==> src/hdl/dcsw_pkg.sv <==
package dcsw_pkg;

   localparam int CW_W = 16;

   // command word bit positions
   localparam int CB_ON        = 0;
   localparam int CB_NO_COAST  = 1;
   localparam int CB_NO_QUICK  = 2;
   localparam int CB_ENABLE    = 3;
   localparam int CB_RFG_EN    = 4;
   localparam int CB_RFG_RUN   = 5;
   localparam int CB_SP_EN     = 6;
   localparam int CB_ACK       = 7;
   localparam int CB_REMOTE    = 10;
   localparam int CB_REVERSE   = 11;
   localparam int CB_MOP_UP    = 13;
   localparam int CB_MOP_DN    = 14;

   // state word bit positions
   localparam int SB_START_RDY = 0;
   localparam int SB_READY     = 1;
   localparam int SB_RUN       = 2;
   localparam int SB_FAULT     = 3;
   localparam int SB_NO_COAST  = 4;
   localparam int SB_NO_QUICK  = 5;
   localparam int SB_LOCKOUT   = 6;
   localparam int SB_ALARM     = 7;
   localparam int SB_SPD_TOL   = 8;
   localparam int SB_MASTER    = 9;
   localparam int SB_CMP_SPD   = 10;
   localparam int SB_TRQ_LOW   = 11;
   localparam int SB_RSVD      = 12;
   localparam int SB_MOT_TEMP  = 13;
   localparam int SB_DIR       = 14;
   localparam int SB_INV_TEMP  = 15;

   // reserved command bits 8, 9, 12, 15 are dropped
   localparam logic [CW_W-1:0] CMD_MASK     = 16'h6cff;
   localparam logic [CW_W-1:0] CMD_RESET    = 16'h0000;
   localparam logic [CW_W-1:0] STATUS_RESET = 16'he000;
   localparam logic            DIR_RESET    = 1'b1;

   typedef enum logic [7:0] {
      ST_INIT       = 8'h01,
      ST_LOCKOUT    = 8'h02,
      ST_START_RDY  = 8'h04,
      ST_READY      = 8'h08,
      ST_RUN        = 8'h10,
      ST_RAMP_STOP  = 8'h20,
      ST_QUICK_STOP = 8'h40,
      ST_FAULT      = 8'h80
   } dcsw_state_t;

endpackage

==> src/hdl/dcsw_drive_ctrl.sv <==
`timescale 1ns/1ps
module dcsw_drive_ctrl
   import dcsw_pkg::*;
#(
   parameter int                  W        = 16,
   parameter int                  PW       = 16,
   parameter logic signed [W-1:0] MOP_MAX  = 16'sh4000,
   parameter logic signed [W-1:0] MOP_STEP = 16'sh0001
) (
   input  wire logic                clk_sys,
   input  wire logic                rst_n,
   input  wire logic                clk_en,
   input  wire logic                cmd_valid,
   input  wire logic [CW_W-1:0]     drive_command_word,
   input  wire logic                power_ok,
   input  wire logic                init_done,
   input  wire logic                fault_event,
   input  wire logic                alarm_active,
   input  wire logic                speed_in_tol,
   input  wire logic                master_ctrl_req,
   input  wire logic                cmp_speed_reached,
   input  wire logic                torque_below_cmp,
   input  wire logic                motor_overtemp,
   input  wire logic                inverter_overload,
   input  wire logic signed [W-1:0] actual_value,
   input  wire logic [PW-1:0]       ramp_up_time_setting,
   input  wire logic [PW-1:0]       ramp_down_time_setting,
   input  wire logic [PW-1:0]       quick_stop_ramp_time_setting,
   output logic [CW_W-1:0]          drive_state_word,
   output logic                     pulse_enable,
   output logic signed [W-1:0]      ramp_out,
   output logic signed [W-1:0]      mop_value
);

   dcsw_state_t         state_q;
   dcsw_state_t         state_d;
   logic [CW_W-1:0]     cmd_q;
   logic [CW_W-1:0]     state_word_q;
   logic                on_prev_q;
   logic                ack_prev_q;
   logic                fault_q;
   logic                dir_q;
   logic                pulse_enable_q;
   logic signed [W-1:0] mop_q;
   logic signed [W-1:0] setpoint;
   logic signed [W-1:0] ramp_target;
   logic                on_rise;
   logic                ack_rise;
   logic                stops_ok;
   logic                force_zero;
   logic                ramp_hold;
   logic                quick_sel;
   logic                at_zero;

   function automatic logic pulsing(input dcsw_state_t s);
      pulsing = (s == ST_RUN) || (s == ST_RAMP_STOP) || (s == ST_QUICK_STOP);
   endfunction

   // saturating potentiometer step, symmetric limits
   function automatic logic signed [W-1:0] mop_next(input logic signed [W-1:0] v,
                                                    input logic                up);
      if (up) begin
         mop_next = (v > MOP_MAX - MOP_STEP) ? MOP_MAX : v + MOP_STEP;
      end else begin
         mop_next = (v < MOP_STEP - MOP_MAX) ? -MOP_MAX : v - MOP_STEP;
      end
   endfunction

   assign on_rise  = cmd_q[CB_ON] && !on_prev_q;
   assign ack_rise = cmd_q[CB_ACK] && !ack_prev_q;
   assign stops_ok = cmd_q[CB_NO_COAST] && cmd_q[CB_NO_QUICK];

   // latched word only changes when the controller claims control
   always_ff @(posedge clk_sys or negedge rst_n) begin
      if (!rst_n) begin
         cmd_q <= CMD_RESET;
      end else if (clk_en) begin
         if (cmd_valid && drive_command_word[CB_REMOTE]) begin
            cmd_q <= drive_command_word & CMD_MASK;
         end
      end
   end

   always_ff @(posedge clk_sys or negedge rst_n) begin
      if (!rst_n) begin
         on_prev_q  <= 1'b0;
         ack_prev_q <= 1'b0;
      end else if (clk_en) begin
         on_prev_q  <= cmd_q[CB_ON];
         ack_prev_q <= cmd_q[CB_ACK];
      end
   end

   // new fault in the acknowledge cycle wins
   always_ff @(posedge clk_sys or negedge rst_n) begin
      if (!rst_n) begin
         fault_q <= 1'b0;
      end else if (clk_en) begin
         if (fault_event) begin
            fault_q <= 1'b1;
         end else if (ack_rise) begin
            fault_q <= 1'b0;
         end
      end
   end

   always_comb begin
      state_d = state_q;
      if (fault_event) begin
         state_d = ST_FAULT;
      end else if (!power_ok) begin
         state_d = ST_INIT;
      end else begin
         case (state_q)
            ST_INIT: begin
               if (init_done) begin
                  state_d = ST_LOCKOUT;
               end
            end
            ST_LOCKOUT: begin
               if (!cmd_q[CB_ON] && stops_ok) begin
                  state_d = ST_START_RDY;
               end
            end
            ST_START_RDY: begin
               if (!stops_ok) begin
                  state_d = ST_LOCKOUT;
               end else if (on_rise) begin
                  state_d = ST_READY;
               end
            end
            ST_READY: begin
               if (!stops_ok) begin
                  state_d = ST_LOCKOUT;
               end else if (!cmd_q[CB_ON]) begin
                  state_d = ST_START_RDY;
               end else if (cmd_q[CB_ENABLE]) begin
                  state_d = ST_RUN;
               end
            end
            ST_RUN: begin
               if (!cmd_q[CB_NO_COAST]) begin
                  state_d = ST_LOCKOUT;
               end else if (!cmd_q[CB_ENABLE]) begin
                  state_d = ST_READY;
               end else if (!cmd_q[CB_NO_QUICK]) begin
                  state_d = ST_QUICK_STOP;
               end else if (!cmd_q[CB_ON]) begin
                  state_d = ST_RAMP_STOP;
               end
            end
            ST_RAMP_STOP: begin
               if (!cmd_q[CB_NO_COAST]) begin
                  state_d = ST_LOCKOUT;
               end else if (!cmd_q[CB_ENABLE] || (at_zero && cmd_q[CB_NO_QUICK])) begin
                  state_d = ST_START_RDY;
               end else if (!cmd_q[CB_NO_QUICK]) begin
                  state_d = ST_QUICK_STOP;
               end
            end
            ST_QUICK_STOP: begin
               if (!cmd_q[CB_NO_COAST] || !cmd_q[CB_ENABLE] || at_zero) begin
                  state_d = ST_LOCKOUT;
               end
            end
            ST_FAULT: begin
               if (ack_rise) begin
                  state_d = (cmd_q[CB_ON] || !stops_ok) ? ST_LOCKOUT : ST_START_RDY;
               end
            end
            default: begin
               state_d = ST_INIT;
            end
         endcase
      end
   end

   always_ff @(posedge clk_sys or negedge rst_n) begin
      if (!rst_n) begin
         state_q <= ST_INIT;
      end else if (clk_en) begin
         state_q <= state_d;
      end
   end

   // registered from the next state so pulses drop in the same edge as the state
   always_ff @(posedge clk_sys or negedge rst_n) begin
      if (!rst_n) begin
         pulse_enable_q <= 1'b0;
      end else if (clk_en) begin
         pulse_enable_q <= pulsing(state_d);
      end
   end

   always_ff @(posedge clk_sys or negedge rst_n) begin
      if (!rst_n) begin
         mop_q <= '0;
      end else if (clk_en) begin
         // both buttons at once: no change
         if (cmd_q[CB_MOP_UP] && !cmd_q[CB_MOP_DN]) begin
            mop_q <= mop_next(mop_q, 1'b1);
         end else if (cmd_q[CB_MOP_DN] && !cmd_q[CB_MOP_UP]) begin
            mop_q <= mop_next(mop_q, 1'b0);
         end
      end
   end

   assign setpoint    = cmd_q[CB_REVERSE] ? -mop_q : mop_q;
   assign ramp_target = (state_q == ST_RUN && cmd_q[CB_SP_EN]) ? setpoint : '0;
   assign force_zero  = !pulse_enable_q || !cmd_q[CB_RFG_EN];
   assign ramp_hold   = (state_q == ST_RUN) && !cmd_q[CB_RFG_RUN];
   assign quick_sel   = (state_q == ST_QUICK_STOP);

   dcsw_ramp #(
      .W  (W),
      .PW (PW)
   ) u_ramp (
      .clk_sys      (clk_sys),
      .rst_n        (rst_n),
      .clk_en       (clk_en),
      .force_zero   (force_zero),
      .hold         (ramp_hold),
      .quick_sel    (quick_sel),
      .target       (ramp_target),
      .up_period    (ramp_up_time_setting),
      .down_period  (ramp_down_time_setting),
      .quick_period (quick_stop_ramp_time_setting),
      .value        (ramp_out),
      .at_zero      (at_zero)
   );

   // zero actual value keeps the last direction
   always_ff @(posedge clk_sys or negedge rst_n) begin
      if (!rst_n) begin
         dir_q <= DIR_RESET;
      end else if (clk_en) begin
         if (actual_value > 0) begin
            dir_q <= 1'b1;
         end else if (actual_value < 0) begin
            dir_q <= 1'b0;
         end
      end
   end

   always_ff @(posedge clk_sys or negedge rst_n) begin
      if (!rst_n) begin
         state_word_q <= STATUS_RESET;
      end else if (clk_en) begin
         state_word_q[SB_START_RDY] <= (state_q == ST_START_RDY);
         state_word_q[SB_READY]     <= (state_q == ST_READY) || (state_q == ST_RUN);
         state_word_q[SB_RUN]       <= (state_q == ST_RUN);
         state_word_q[SB_FAULT]     <= fault_q;
         state_word_q[SB_NO_COAST]  <= cmd_q[CB_NO_COAST];
         state_word_q[SB_NO_QUICK]  <= cmd_q[CB_NO_QUICK];
         state_word_q[SB_LOCKOUT]   <= (state_q == ST_LOCKOUT);
         state_word_q[SB_ALARM]     <= alarm_active;
         state_word_q[SB_SPD_TOL]   <= speed_in_tol;
         state_word_q[SB_MASTER]    <= master_ctrl_req;
         state_word_q[SB_CMP_SPD]   <= cmp_speed_reached;
         state_word_q[SB_TRQ_LOW]   <= torque_below_cmp;
         state_word_q[SB_RSVD]      <= 1'b0;
         state_word_q[SB_MOT_TEMP]  <= !motor_overtemp;
         state_word_q[SB_DIR]       <= dir_q;
         state_word_q[SB_INV_TEMP]  <= !inverter_overload;
      end
   end

   assign drive_state_word = state_word_q;
   assign pulse_enable     = pulse_enable_q;
   assign mop_value        = mop_q;
endmodule

==> src/hdl/dcsw_ramp.sv <==
`timescale 1ns/1ps
module dcsw_ramp
   import dcsw_pkg::*;
#(
   parameter int W  = 16,
   parameter int PW = 16
) (
   input  wire logic                clk_sys,
   input  wire logic                rst_n,
   input  wire logic                clk_en,
   input  wire logic                force_zero,
   input  wire logic                hold,
   input  wire logic                quick_sel,
   input  wire logic signed [W-1:0] target,
   input  wire logic [PW-1:0]       up_period,
   input  wire logic [PW-1:0]       down_period,
   input  wire logic [PW-1:0]       quick_period,
   output logic signed [W-1:0]      value,
   output logic                     at_zero
);

   logic signed [W-1:0] value_q;
   logic [PW-1:0]       cnt_q;
   logic [PW-1:0]       period;
   logic                accel;

   // moving away from zero uses the up time, towards zero the down time
   assign accel   = ((target > value_q) && (value_q >= 0)) || ((target < value_q) && (value_q <= 0));
   assign period  = quick_sel ? quick_period : (accel ? up_period : down_period);
   assign value   = value_q;
   assign at_zero = (value_q == 0);

   always_ff @(posedge clk_sys or negedge rst_n) begin
      if (!rst_n) begin
         value_q <= '0;
         cnt_q   <= '0;
      end else if (clk_en) begin
         if (force_zero) begin
            value_q <= '0;
            cnt_q   <= '0;
         end else if (hold || (value_q == target)) begin
            cnt_q <= '0;
         end else if (cnt_q >= period) begin
            cnt_q   <= '0;
            value_q <= (target > value_q) ? value_q + W'(1) : value_q - W'(1);
         end else begin
            cnt_q <= cnt_q + PW'(1);
         end
      end
   end

endmodule

==> config.mk <==
export PLATFORM = sky130hd
export DESIGN_NAME = dcsw_drive_ctrl
export DESIGN_NICKNAME = d
export VERILOG_FILES = /design/src/hdl/dcsw_pkg.sv /design/src/hdl/dcsw_drive_ctrl.sv /design/src/hdl/dcsw_ramp.sv
export SDC_FILE = /design/constraint.sdc
export NUM_CORES = 1
export LEC_CHECK = 0
export BUFFER_PORTS_ARGS = -buffer_cell sky130_fd_sc_hd__buf_2
export CAP_MARGIN = 20
export CORE_ASPECT_RATIO = 2
export CORE_MARGIN = 2
export CORE_UTILIZATION = 60
export CTS_CLUSTER_SIZE = 10
export DETAILED_ROUTE_END_ITERATION = 10
export PLACE_DENSITY_LB_ADDON = 0.05
export SLEW_MARGIN = 15
export SYNTH_ARGS = -nofsm -noshare
export SYNTH_HDL_FRONTEND = slang
export SYNTH_SLANG_ARGS = --single-unit
==> constraint.sdc <==
create_clock -name clk_sys -period 10.8 [get_ports clk_sys]
set_input_delay 2.7 -clock clk_sys [delete_from_list [all_inputs] [get_ports clk_sys]]
set_output_delay 2.7 -clock clk_sys [all_outputs]
set_load 0.02 [all_outputs]
==> run_results.csv <==
group,metric,value,unit
critical_path,critical_path.top_delay_family,"simple AND/OR/NAND/NOR gates",
sta,finClkSkew,0.008222,ns
clock_tree,clockBufferDepth,2,
global_route,grt_pass1_vias,6022,
run,maxCapViolCount,0,
logic_synthesis,synthDistinctLibCells,82,
hold_path,min_from,"drive_state_word[13]",
pwr,powerDensity,298.6,mW/mm²
cells_and_area,num-fill-cells,948,
logic_synthesis,synth_top_area_cell,"dfrtp_1",
logic_synthesis,yosysSeqAreaShare,32.19,%
floorplan,core,0.01115,mm²
logic_synthesis,synth_warnings,0,
critical_path,end_kind,"flip-flop",
pwr,total_power,2334,µW
logic_synthesis,ys_seq_elements,87,
place,placed_cell_area,0.007505,mm²
floorplan,start_util,60.84,%
global_route,grt_pass1_wl,27790,µm
sta,finalSetupTns,0,ns
cells_and_area,fin_area,0.007816,mm²
critical_path,crit_buf_inv,1,
logic_synthesis,synth_area_leaders,"dfrtp_1, ha_1, mux2_2, a21oi_1, nand2_1",
hold_path,hold_path_depth,2,
run_status,status,"completed",
logic_synthesis,synth_nets,928,
critical_path,path_class,"reg -> reg",
drt,via_per_inst,5.995,
clock_tree,clock_latency,0.34,ns
sta,relSlewSlack,44.91,%
sta,final_max_slew_viol_count,0,
global_route,track_usage,27.80,%
global_route,grt_max_degree,58,
sta,period_share,63.66,%
cells_and_area,synthToLayoutAreaGrowth,15.24,%
cells_and_area,post_route_cells_drive_above_1_share,23.61,%
logic_synthesis,synthFlopType,"dfrtp_1",
clock_tree,clockRootBuffer,"clkbuf_16",
sta,min_period,6.875,ns
clock_tree,path_clk_slew,0.06,ns
sta,tightest_slew,0.8177,ns
floorplan,std_cell_rows,55,
clock_tree,htreeDepth,3,
sta,hold_viol,0,
logic_synthesis,yosysTopAreaCellShare,30.25,%
critical_path,r2r-end,"u_ramp.cnt_q[3]",
critical_path,rr_worst_depth,25,
floorplan,ioPinCount,143,
logic_synthesis,synth_async_sr_flop_share,100.0,%
critical_path,timing.rr.start,"mop_value[5]",
clock_tree,cts_setup_buffers,0,
floorplan,die-area,0.01222,mm²
global_route,antenna_found_initial,0,
drt,antenna_left,0,
critical_path,critPathLaunchType,"flip-flop",
cells_and_area,nets,1043,
clock_tree,cts_resized,0,
place,hpwlAfterDp,12170,µm
critical_path,cp_max_fo,28,
drt,drtIter0Drc,465,
critical_path,crit_slowest_cell,"a2111oi_0",
logic_synthesis,synthCells,782,
critical_path,cpPeakStageDelay,0.73,ns
critical_path,critPathArrivalTime,7.11,ns
drt,wl_per_cell,15.58,µm
drt,drc,0,
drt,drt-pass1-iter-count,5,
place,place.gp.congestion,0.8992,
logic_synthesis,syn-cell-area,0.006783,mm²
clock_tree,cts_hold_buf,0,
floorplan,die_h,154.4,µm
logic_synthesis,synthTopCellsByCount,"dfrtp_1, nand2_1, a21oi_1, nor2_1, o21ai_0",
hold_path,min_to,"drive_state_word[13]",
drt,vias,6259,
sta,rsz0062_at_grt,"no",
sta,max_freq,145.5,MHz
place,port_buffers,137,
hold_path,hold_path_class,"reg -> reg",
global_route,grt_overflow_total,0,
floorplan,die_w,79.18,µm
clock_tree,cts_tree,"done",
clock_tree,cts_buffers,9,
cells_and_area,diodes,0,
critical_path,cp_data_required_time,11.04,ns
logic_synthesis,synth_edf_count,0,
critical_path,regToRegSetupSlack,3.93,ns
sta,setup_viol,0,
clock_tree,clkSinkCount,87,
logic_synthesis,yosysMostFrequentCell,"dfrtp_1",
drt,drt-total-wl,16260,µm
pwr,static-leakage-power,0.003710,µW
logic_synthesis,avgSynthCellArea,8.674,µm²
pwr,irDropWorstVdd,0.2470,mV
==> worst max-delay path by stage <==
stage | from | to | slack [ns] | cells after the start
final | mop_value[5] | u_ramp.cnt_q[3] | 3.93 | 25
after CTS | mop_value[5] | u_ramp.cnt_q[3] | 3.90 | 25
after detailed placement | mop_value[5] | u_ramp.cnt_q[3] | 3.95 | 25
after global placement | mop_value[5] | u_ramp.cnt_q[3] | 4.10 | 25
after floorplan | mop_value[5] | u_ramp.cnt_q[5] | 4.58 | 26
after global routing | mop_value[5] | u_ramp.cnt_q[3] | 3.39 | 25
==> state kept, by name, summed over array words and instances, names as in the netlist <==
register and flops:
u_ramp.value 16, u_ramp.cnt_q 16, dir_q 1, on_prev_q 1
pulse_enable 1, fault_q 1, state_q 8, cmd_q 11
mop_value 16, ack_prev_q 1, drive_state_word 15
==> cells in the final DEF (no fill, tap or decap), types with 6 or more instances in the layout <==
cell type,netlist,final
buf_2,6,136
dfrtp_1,82,82
nand2_1,71,71
a21oi_1,63,63
nor2_1,57,57
o21ai_0,52,52
ha_1,51,51
inv_1,41,41
mux2_2,29,29
mux2i_1,22,22
nand2b_1,21,21
nand3_1,21,21
xor2_1,16,16
and3_1,16,16
nor3_1,13,13
o31ai_1,13,13
nor2b_1,11,11
xnor2_1,11,11
nor4_1,11,11
a31oi_1,9,9
clkbuf_16,0,9
buf_4,4,8
or3_1,7,7
o41ai_1,7,7
nand4_1,7,7
a21o_1,7,7
o22ai_1,7,7
a22o_1,6,6
==> metal layers <==
layer / up-vias / wire (µm) / part of all wire (%) / track usage [%]
met1: 2964 / 7312 / 45 / 37.67
met3: 21 / 755 / 4.6 / 3.326
li1: 3084 / - / - / -
met5: - / 0 / 0 / 0
met4: 0 / 255 / 1.6 / 8.867
met2: 190 / 7940 / 49 / 46.13
==> worst register-to-register path, stage by stage (launching register included) <==
cell	delay, ns
dfrtp_1	0.49
or4_4	0.61
nor2_4	0.12
nand2_2	0.09
or3_4	0.35
or3_4	0.35
nand2_1	0.09
xor2_1	0.15
nor2_1	0.06
ha_1	0.33
nand4_1	0.16
nor3_1	0.23
a22o_1	0.16
o22a_1	0.18
mux2i_2	0.23
buf_4	0.32
mux2i_1	0.23
nor2_1	0.05
a21oi_1	0.13
ha_1	0.26
a21oi_1	0.14
o21ai_0	0.11
a2111oi_0	0.73
nand4_2	0.60
or3_1	0.54
o221ai_1	0.08
==> power by group <==
| group | internal, µW | switching [µW] | leakage [µW] |
|---|---|---|---|
| clock network | 199 | 129 | 0.000149 |
| registers | 394 | 124 | 0.00112 |
| logic | 638 | 851 | 0.00244 |
| total | 1230 | 1100 | 0.00371 |
==> per-stage QoR <==
step                      worst slack, ns  utilization, %  cells  hold WS [ns]
final                               3.925           70.11   1044        0.4902
after global routing                3.394           70.11   1044        0.5003
after CTS                           3.897           70.11   1044        0.4924
after detailed placement            3.951           67.32   1028        0.4836
after global placement              4.101           67.32   1028        0.4508
after floorplan                     4.583               -    782        0.4575
==> layout make-up <==
| type | count | area, µm² | share of cell area [%] |
|---|---|---|---|
| Timing Repair Buffer | 144 | 740.7 | 9.477 |
| Inverter | 41 | 153.9 | 1.969 |
| Sequential cell | 87 | 2183 | 27.93 |
| Clock inverter | 2 | 37.54 | 0.4802 |
| Multi-Input combinational cell | 614 | 4249 | 54.36 |
| Clock buffer | 14 | 274.0 | 3.506 |
| Tap cell | 142 | 177.7 | 2.273 |
==> cell families after synthesis <==
logic type               Yosys count  synth area share, %
multiplexers                      52                8.264
buffers and inverters             81                5.165
AO/OA/AOI/OAI                    218                20.83
flip-flops                        87                32.19
AND/OR/NAND/NOR                  264                20.31
other                              1              0.05529
adder cells (fa/ha/maj)           52                9.703
XOR/XNOR                          27                3.486
Power figures use the tool's default switching activity.
